**src/verilog/xma_consts.vh**
```
`ifndef XMA_CONSTS_VH
`define XMA_CONSTS_VH
// serial register byte addresses
`define XMA_ADR_EWA_LO 6'h03
`define XMA_ADR_EWD0 6'h04
`define XMA_ADR_EWD1 6'h05
`define XMA_ADR_EWD2 6'h06
`define XMA_ADR_EWD3 6'h07
`define XMA_ADR_WCTL_HI 6'h08
`define XMA_ADR_WCTL_LO 6'h09
`define XMA_ADR_ERA_LO 6'h0B
`define XMA_ADR_RCTL_HI 6'h0C
`define XMA_ADR_RCTL_LO 6'h0D
`define XMA_ADR_ERD0 6'h0E
`define XMA_ADR_ERD1 6'h0F
`define XMA_ADR_ERD2 6'h10
`define XMA_ADR_ERD3 6'h11
`define XMA_ADR_CTRL_HI 6'h1E
`define XMA_ADR_CTRL_LO 6'h1F
// field positions and codes
`define XMA_START_BIT 7
`define XMA_BUSY_BIT 0
`define XMA_DONE_BIT 0
`define XMA_CLW_BIT 1
`define XMA_CLE_BIT 0
`define XMA_INIT_KEY 8'hA5
`define XMA_SPC_NORMAL 4'h0
`define XMA_SPC_LOW 4'h1
`define XMA_SPC_HIGH 4'h2
// extended address map
`define XMA_SHADOW_BASE 8'h40
`define XMA_SHADOW_END 8'h5F
`define XMA_EE_END 8'h3F
// timing
`define XMA_CLK_MHZ 100
`define XMA_EE_READ_NS 2000
`define XMA_EE_WRITE_US 24000
`define XMA_RESET_BYTE 8'h00
`endif

```
**src/verilog/xma_ext_access.v**
```verilog
`timescale 1ns/10ps
// Summary of operation
// host loads write data MSB first
// host starts write, polls done bit
// second byte at 0x09 carries done flag
// violation ends access, sets done, warns
// aborted eeprom write sets error flag
// host margin-checks after programming
// special 0001 selects lowered read threshold
// special 0010 selects raised read threshold
// margin setting persists until cleared
// special value confirmed by 0xA5 write
// host follows margin procedure order
// host checks error flags, rewrites failures
// host loads read address first
// start bit reads location into data
// eeprom read completes within 2 us
// shadow read done one cycle after sync
// read done flag in byte 0x0D bit0
// host avoids data read while busy
// read word has crc, zeros, payload
// host fetches high half then low
// commands may pipeline with responses
// shadow sits 0x40 above eeprom address
// host loads write address first
// eeprom write up to 24 ms
// host unlocks with key sequence
`include "xma_consts.vh"

module xma_ext_access #(
    parameter EE_WRITE_CYCLES = `XMA_EE_WRITE_US * `XMA_CLK_MHZ
) (
    input wire core_clk,
    input wire srst,
    input wire linkClk,
    input wire [5:0] busAddr,
    input wire [7:0] busWdata,
    input wire busWrite,
    output reg [7:0] busRdata,
    input wire eeWriteOk,
    input wire shadowWriteOk,
    output reg memReq,
    output reg memWrite,
    output reg [7:0] memAddr,
    output reg [31:0] memWdata,
    output reg [1:0] memMargin,
    input wire [31:0] memRdata,
    input wire memDone,
    input wire memAbort,
    output reg xeeWarn,
    output reg xeeErr
);
    // ---------------------------------------------------------------
    // constants and helpers
    // ---------------------------------------------------------------
    localparam [31:0] RD_CYCLES = (`XMA_EE_READ_NS * `XMA_CLK_MHZ) / 1000;
    localparam [1:0] ST_IDLE = 2'd0;
    localparam [1:0] ST_WAIT = 2'd1;

    function isShadow;
        input [7:0] a;
        begin
            isShadow = (a >= `XMA_SHADOW_BASE) && (a <= `XMA_SHADOW_END);
        end
    endfunction

    // ---------------------------------------------------------------
    // link synchronisers
    // ---------------------------------------------------------------
    // the link signals are held stable around the rising link edge, so
    // they are sampled once the synchronised edge is seen
    reg linkS1, linkS2, linkS3;
    reg [5:0] addrS1, addrS2;
    reg [7:0] dataS1, dataS2;
    reg wrS1, wrS2;
    wire linkRise = linkS2 & ~linkS3;
    wire wrStb = linkRise & wrS2;

    always @(posedge core_clk) begin
        if (srst) begin
            linkS1 <= 1'b0;
            linkS2 <= 1'b0;
            linkS3 <= 1'b0;
            addrS1 <= 6'h00;
            addrS2 <= 6'h00;
            dataS1 <= 8'h00;
            dataS2 <= 8'h00;
            wrS1 <= 1'b0;
            wrS2 <= 1'b0;
        end else begin
            linkS1 <= linkClk;
            linkS2 <= linkS1;
            linkS3 <= linkS2;
            addrS1 <= busAddr;
            addrS2 <= addrS1;
            dataS1 <= busWdata;
            dataS2 <= dataS1;
            wrS1 <= busWrite;
            wrS2 <= wrS1;
        end
    end

    // ---------------------------------------------------------------
    // serial registers and engine
    // ---------------------------------------------------------------
    reg [7:0] wrAddr;
    reg [31:0] wrData;
    reg [7:0] rdAddr;
    reg [31:0] rdData;
    reg [3:0] special;
    reg [3:0] specialPend;
    reg writeBusy, writeDone, readBusy, readDone;
    reg [1:0] state;
    reg [21:0] waitCnt;
    reg [31:0] shadowMem [0:31];

    wire wrStart = wrStb && (addrS2 == `XMA_ADR_WCTL_HI) && dataS2[`XMA_START_BIT];
    wire rdStart = wrStb && (addrS2 == `XMA_ADR_RCTL_HI) && dataS2[`XMA_START_BIT];
    wire ctrlLoWr = wrStb && (addrS2 == `XMA_ADR_CTRL_LO);
    wire ctrlHiWr = wrStb && (addrS2 == `XMA_ADR_CTRL_HI);
    wire wrTimeout = (waitCnt >= EE_WRITE_CYCLES[21:0]);
    wire rdTimeout = (waitCnt >= RD_CYCLES[21:0]);
    wire wrLegal = isShadow(wrAddr) ? shadowWriteOk : ((wrAddr <= `XMA_EE_END) && eeWriteOk);
    wire wrAbortEvt = (state == ST_WAIT) && writeBusy && (memAbort || (!memDone && wrTimeout));
    wire wrFailEvt = (state == ST_IDLE) && wrStart && !wrLegal;
    wire clwEvt = ctrlHiWr && dataS2[`XMA_CLW_BIT];
    wire cleEvt = ctrlHiWr && dataS2[`XMA_CLE_BIT];

    always @(posedge core_clk) begin
        if (srst) begin
            wrAddr <= 8'h00;
            wrData <= 32'h0000_0000;
            rdAddr <= 8'h00;
            specialPend <= `XMA_SPC_NORMAL;
        end else if (wrStb) begin
            case (addrS2)
                `XMA_ADR_EWA_LO: wrAddr <= dataS2;
                `XMA_ADR_EWD0: wrData[31:24] <= dataS2;
                `XMA_ADR_EWD1: wrData[23:16] <= dataS2;
                `XMA_ADR_EWD2: wrData[15:8] <= dataS2;
                `XMA_ADR_EWD3: wrData[7:0] <= dataS2;
                `XMA_ADR_ERA_LO: rdAddr <= dataS2;
                `XMA_ADR_CTRL_HI: specialPend <= dataS2[7:4];
                default: wrAddr <= wrAddr;
            endcase
        end
    end

    // margin threshold only moves on the 0xA5 confirm; other special codes are
    // not persistent here, so they read back as normal
    always @(posedge core_clk) begin
        if (srst) begin
            special <= `XMA_SPC_NORMAL;
            memMargin <= 2'b00;
        end else if (ctrlLoWr && dataS2 == `XMA_INIT_KEY) begin
            case (specialPend)
                `XMA_SPC_LOW: begin
                    special <= specialPend;
                    memMargin <= 2'b01;
                end
                `XMA_SPC_HIGH: begin
                    special <= specialPend;
                    memMargin <= 2'b10;
                end
                default: begin
                    special <= `XMA_SPC_NORMAL;
                    memMargin <= 2'b00;
                end
            endcase
        end
    end

    // warning and error flags: a hardware set wins over a clear
    always @(posedge core_clk) begin
        if (srst) begin
            xeeWarn <= 1'b0;
            xeeErr <= 1'b0;
        end else begin
            if (wrFailEvt || wrAbortEvt) begin
                xeeWarn <= 1'b1;
            end else if (clwEvt) begin
                xeeWarn <= 1'b0;
            end
            if (wrAbortEvt) begin
                xeeErr <= 1'b1;
            end else if (cleEvt) begin
                xeeErr <= 1'b0;
            end
        end
    end

    always @(posedge core_clk) begin
        if (srst) begin
            state <= ST_IDLE;
            waitCnt <= 22'd0;
            writeBusy <= 1'b0;
            writeDone <= 1'b0;
            readBusy <= 1'b0;
            readDone <= 1'b0;
            rdData <= 32'h0000_0000;
            memReq <= 1'b0;
            memWrite <= 1'b0;
            memAddr <= 8'h00;
            memWdata <= 32'h0000_0000;
        end else begin
            case (state)
                ST_IDLE: begin
                    waitCnt <= 22'd0;
                    if (wrStart) begin
                        writeDone <= 1'b0;
                        if (!wrLegal) begin
                            writeDone <= 1'b1;
                        end else if (isShadow(wrAddr)) begin
                            shadowMem[wrAddr[4:0]] <= wrData;
                            writeDone <= 1'b1;
                        end else begin
                            writeBusy <= 1'b1;
                            memReq <= 1'b1;
                            memWrite <= 1'b1;
                            memAddr <= wrAddr;
                            memWdata <= wrData;
                            state <= ST_WAIT;
                        end
                    end else if (rdStart) begin
                        readDone <= 1'b0;
                        if (isShadow(rdAddr)) begin
                            rdData <= shadowMem[rdAddr[4:0]] & 32'hFCFF_FFFF;
                            readDone <= 1'b1;
                        end else if (rdAddr > `XMA_EE_END) begin
                            rdData <= 32'h0000_0000;
                            readDone <= 1'b1;
                        end else begin
                            readBusy <= 1'b1;
                            memReq <= 1'b1;
                            memWrite <= 1'b0;
                            memAddr <= rdAddr;
                            state <= ST_WAIT;
                        end
                    end
                end
                ST_WAIT: begin
                    memReq <= 1'b0;
                    waitCnt <= waitCnt + 22'd1;
                    if (writeBusy && (memDone || memAbort || wrTimeout)) begin
                        writeBusy <= 1'b0;
                        writeDone <= 1'b1;
                        memWrite <= 1'b0;
                        state <= ST_IDLE;
                    end else if (readBusy && (memDone || rdTimeout)) begin
                        rdData <= memDone ? {memRdata[31:26], 2'b00, memRdata[23:0]} : 32'h0000_0000;
                        readBusy <= 1'b0;
                        readDone <= 1'b1;
                        state <= ST_IDLE;
                    end
                end
                default: state <= ST_IDLE;
            endcase
        end
    end

    // ---------------------------------------------------------------
    // read-back path
    // ---------------------------------------------------------------
    // read data is not frozen during an access; the host must wait for done
    always @(posedge core_clk) begin
        if (srst) begin
            busRdata <= `XMA_RESET_BYTE;
        end else begin
            case (addrS2)
                `XMA_ADR_EWA_LO: busRdata <= wrAddr;
                `XMA_ADR_EWD0: busRdata <= wrData[31:24];
                `XMA_ADR_EWD1: busRdata <= wrData[23:16];
                `XMA_ADR_EWD2: busRdata <= wrData[15:8];
                `XMA_ADR_EWD3: busRdata <= wrData[7:0];
                `XMA_ADR_WCTL_HI: busRdata <= {7'h00, writeBusy};
                `XMA_ADR_WCTL_LO: busRdata <= {7'h00, writeDone};
                `XMA_ADR_ERA_LO: busRdata <= rdAddr;
                `XMA_ADR_RCTL_HI: busRdata <= {7'h00, readBusy};
                `XMA_ADR_RCTL_LO: busRdata <= {7'h00, readDone};
                `XMA_ADR_ERD0: busRdata <= rdData[31:24];
                `XMA_ADR_ERD1: busRdata <= rdData[23:16];
                `XMA_ADR_ERD2: busRdata <= rdData[15:8];
                `XMA_ADR_ERD3: busRdata <= rdData[7:0];
                `XMA_ADR_CTRL_HI: busRdata <= {special, 4'h0};
                default: busRdata <= `XMA_RESET_BYTE;
            endcase
        end
    end
endmodule
```
**config.mk**
```make
export PLATFORM = sky130hd
export DESIGN_NAME = xma_ext_access
export DESIGN_NICKNAME = d
export VERILOG_FILES = /design/src/verilog/xma_ext_access.v
export VERILOG_INCLUDE_DIRS = /design/src /design/src/verilog
export SDC_FILE = /design/constraint.sdc
export NUM_CORES = 1
export LEC_CHECK = 0
export BUFFER_PORTS_ARGS = -buffer_cell sky130_fd_sc_hd__buf_2
export CELL_PAD_IN_SITES_DETAIL_PLACEMENT = 0
export CELL_PAD_IN_SITES_GLOBAL_PLACEMENT = 1
export CORE_ASPECT_RATIO = 1.1
export CORE_UTILIZATION = 55
export CTS_CLUSTER_DIAMETER = 30
export DETAILED_ROUTE_END_ITERATION = 12
export PLACE_DENSITY = 0.81
export SETUP_SLACK_MARGIN = 0.1
export SLEW_MARGIN = 5
export SYNTH_ARGS = -nofsm -noshare
export SYNTH_HDL_FRONTEND = slang
export SYNTH_SLANG_ARGS = --single-unit
```
**constraint.sdc**
```tcl
create_clock -name core_clk -period 12.7 [get_ports core_clk]
set_clock_uncertainty 0.15 [all_clocks]
set_input_delay 0.635 -clock core_clk [delete_from_list [all_inputs] [get_ports core_clk]]
set_output_delay 0.635 -clock core_clk [all_outputs]
set_load 0.005 [all_outputs]
```
==> flow_summary.json <==
{
  "overflow": 0,
  "initial_core_util_pct": 55.7,
  "grt_usage_pct": 28.9,
  "vias_per_cell": 6.41,
  "p_per_area_nw_per_um2": 167,
  "drt-total-wl_um": 117000,
  "startpoint_type": "register",
  "arrival_ns": 5.34,
  "drive_gt1_share_pct": 30.2,
  "relSlewSlack_pct": 2.80,
  "drtIter0Drc": 2957,
  "place.gp.congestion": 0.861,
  "cts_setup_buffers": 0,
  "avgSynthCellArea_um2": 17.7,
  "timing.rr.end": "rdData[9]",
  "cp.required_ns": 13.13,
  "ff2ff_path_depth": 8,
  "post-route-drc-count": 0,
  "p_leak_uw": 0.0172,
  "synth_warnings": 0,
  "fin_crit_ns": 4.91,
  "synth_nets": 2593,
  "layout_commonest_cell": "edfxtp_1",
  "cts_buffers": 166,
  "postPlaceCellArea_um2": 46900,
  "hold_viol_final": 0,
  "cts_hold_buffers": 16,
  "row_count": 109,
  "cts_buffer_depth": 3,
  "die_area_um2": 82600,
  "worst-r2r-setup-slack_ns": 7.79,
  "async_flop_share_pct": 0,
  "grt_setup_unrepaired": "no",
  "post_drt_wl_per_cell_um": 29.7,
  "clock_latency_ns": 0.76,
  "status": "complete, no violations",
  "min_from": "memRdata[2]",
  "setup-violations-final": 0,
  "critPathMaxFanout": 119,
  "drtPass1Iterations": 8,
  "period_share_pct": 38.7,
  "final_cells": 3945,
  "met1_usage_pct": 37.4,
  "setup-tns-final_ns": 0,
  "max_freq_mhz": 204,
  "slew_violations": 0,
  "cts.htree.levels": 4,
  "synth_area_um2": 44800,
  "gr-usage-met2_pct": 46.7,
  "fp.coreArea_um2": 80500,
  "hp-class": "in -> reg",
  "antenna_cells": 0,
  "port_buffers": 105,
  "vias": 25292,
  "syn2layout_area_growth_pct": 17.9,
  "drtAntennaViolNets": 0,
  "peakVddDrop_v": 0.000141,
  "grt_pass1_wl_um": 170000,
  "path_class": "reg -> reg",
  "ys.flop_type": "edfxtp_1",
  "syn_inst": 2537,
  "synth-seq-area-share_pct": 73.5,
  "yosys.cell_types.count": 67,
  "grt_pass1_vias": 25618,
  "cts_resized": 0,
  "utilization_pct": 65.7,
  "ys_ff_latch": 1165,
  "stdcell_area_um2": 52800,
  "num_io_pins": 108,
  "dp_hpwl_um": 65700,
  "grt_util_met3_pct": 6.01,
  "busiest_layer": "met2",
  "antenna_found_initial": 1,
  "fin_nets": 2809,
  "crit_path_end_kind": "register",
  "synth_edf_count": 960,
  "cts.clk_slew.worst_paths_ns": 0.06,
  "die_y_um": 301,
  "worst_pin_slew_ns": 1.44,
  "grt_max_degree": 120,
  "root_buffer": "clkbuf_16",
  "place_inst": 3623,
  "layout_common_cells": "edfxtp_1, dfxtp_1, mux4_2",
  "finalPower_uw": 8830,
  "cts_tree": "built",
  "cap_violations": 0,
  "die_w_um": 274,
  "cts_sinks": 1165,
  "crit_path_end": "rdData[9]"
}
[cells by family after synthesis]
group,Yosys count,synth area share (%)
DFF,1165,73.5
muxes,415,14.7
and+or+nand+nor,401,4.35
AOI/OAI and AO/OA,366,5.34
buffers and inverters,168,1.68
xor gates and xnor gates,20,0.391
adders and majority gates,2,0.0558
[cells in the mapped netlist (all sizes together), types with 31 or more instances]
cell    instances  area share, %
a211oi         40           0.67
a21oi          87           0.97
a22oi          54           0.90
buf            70           0.85
clkbuf         85           0.71
dfxtp         205            9.2
edfxtp        960             64
mux2          153            3.8
mux2i          82            1.8
mux4          180            9.0
nand2         132            1.2
nor2          138            1.2
nor2b          34           0.47
o21ai          33           0.37
o22ai          91            1.3
o311ai         31           0.61
[metrics by stage]
| step | hold slack [ns] | setup slack (ns) |
|---|---|---|
| 3_5_place_dp | 0.278 | 7.84 |
| 2_1_floorplan | 0.264 | 8.36 |
| 6_report | 0.0577 | 7.79 |
| 3_3_place_gp | 0.268 | 7.94 |
| 5_1_grt | 0.0786 | 7.57 |
| 4_1_cts | 0.0357 | 7.78 |
[worst min-delay path by stage]
stage,depth (start not counted),slack [ns],to
after floorplan,1,0.26,addrS2[0]
after global placement,1,0.27,wrS2
after detailed placement,1,0.28,dataS2[7]
after CTS,3,0.04,rdData[2]
after global routing,3,0.08,rdData[0]
final,3,0.06,rdData[2]
[critical path, cell delays in order, from the launching register on]
cell	delay, ns
dfxtp_4	0.82
buf_12	0.63
buf_4	0.75
mux4_2	0.59
mux2_2	0.27
nand2_1	0.08
o311ai_0	0.33
a22oi_1	0.72
a21oi_1	0.16
[sequential cells by signal, summed over array words and instances (netlist names), 8 cells and up, named ones only]
signal,cells
rdAddr,8
wrAddr,8
memWdata,32
busRdata,8
memAddr,8
dataS2,8
wrData,32
waitCnt,22
rdData,30
dataS1,8
shadowMem,960
[area by class of cell]
class	count	area, µm²
inverters	13	53.8
multi-input cells	1204	11400
clock inverters	122	1450
flip-flops and latches	1165	32900
well taps	1054	1320
fillers	5356	27600
repair buffers	203	1320
clock buffers	184	4370
[per-layer routing]
metal / up-vias / part of all wire, %
met5: - / 0
met4: 0 / 4.5
met3: 265 / 8.5
met2: 1339 / 49
li1: 10627 / -
met1: 13061 / 38
[report_power, final]
part	switching, µW	leakage [µW]	internal [µW]
clock network	1780	0.00280	2920
logic	21.6	0.00383	15.0
registers	6.31	0.0106	4080
total	1810	0.0172	7020
(Power assumes the default switching activity.)
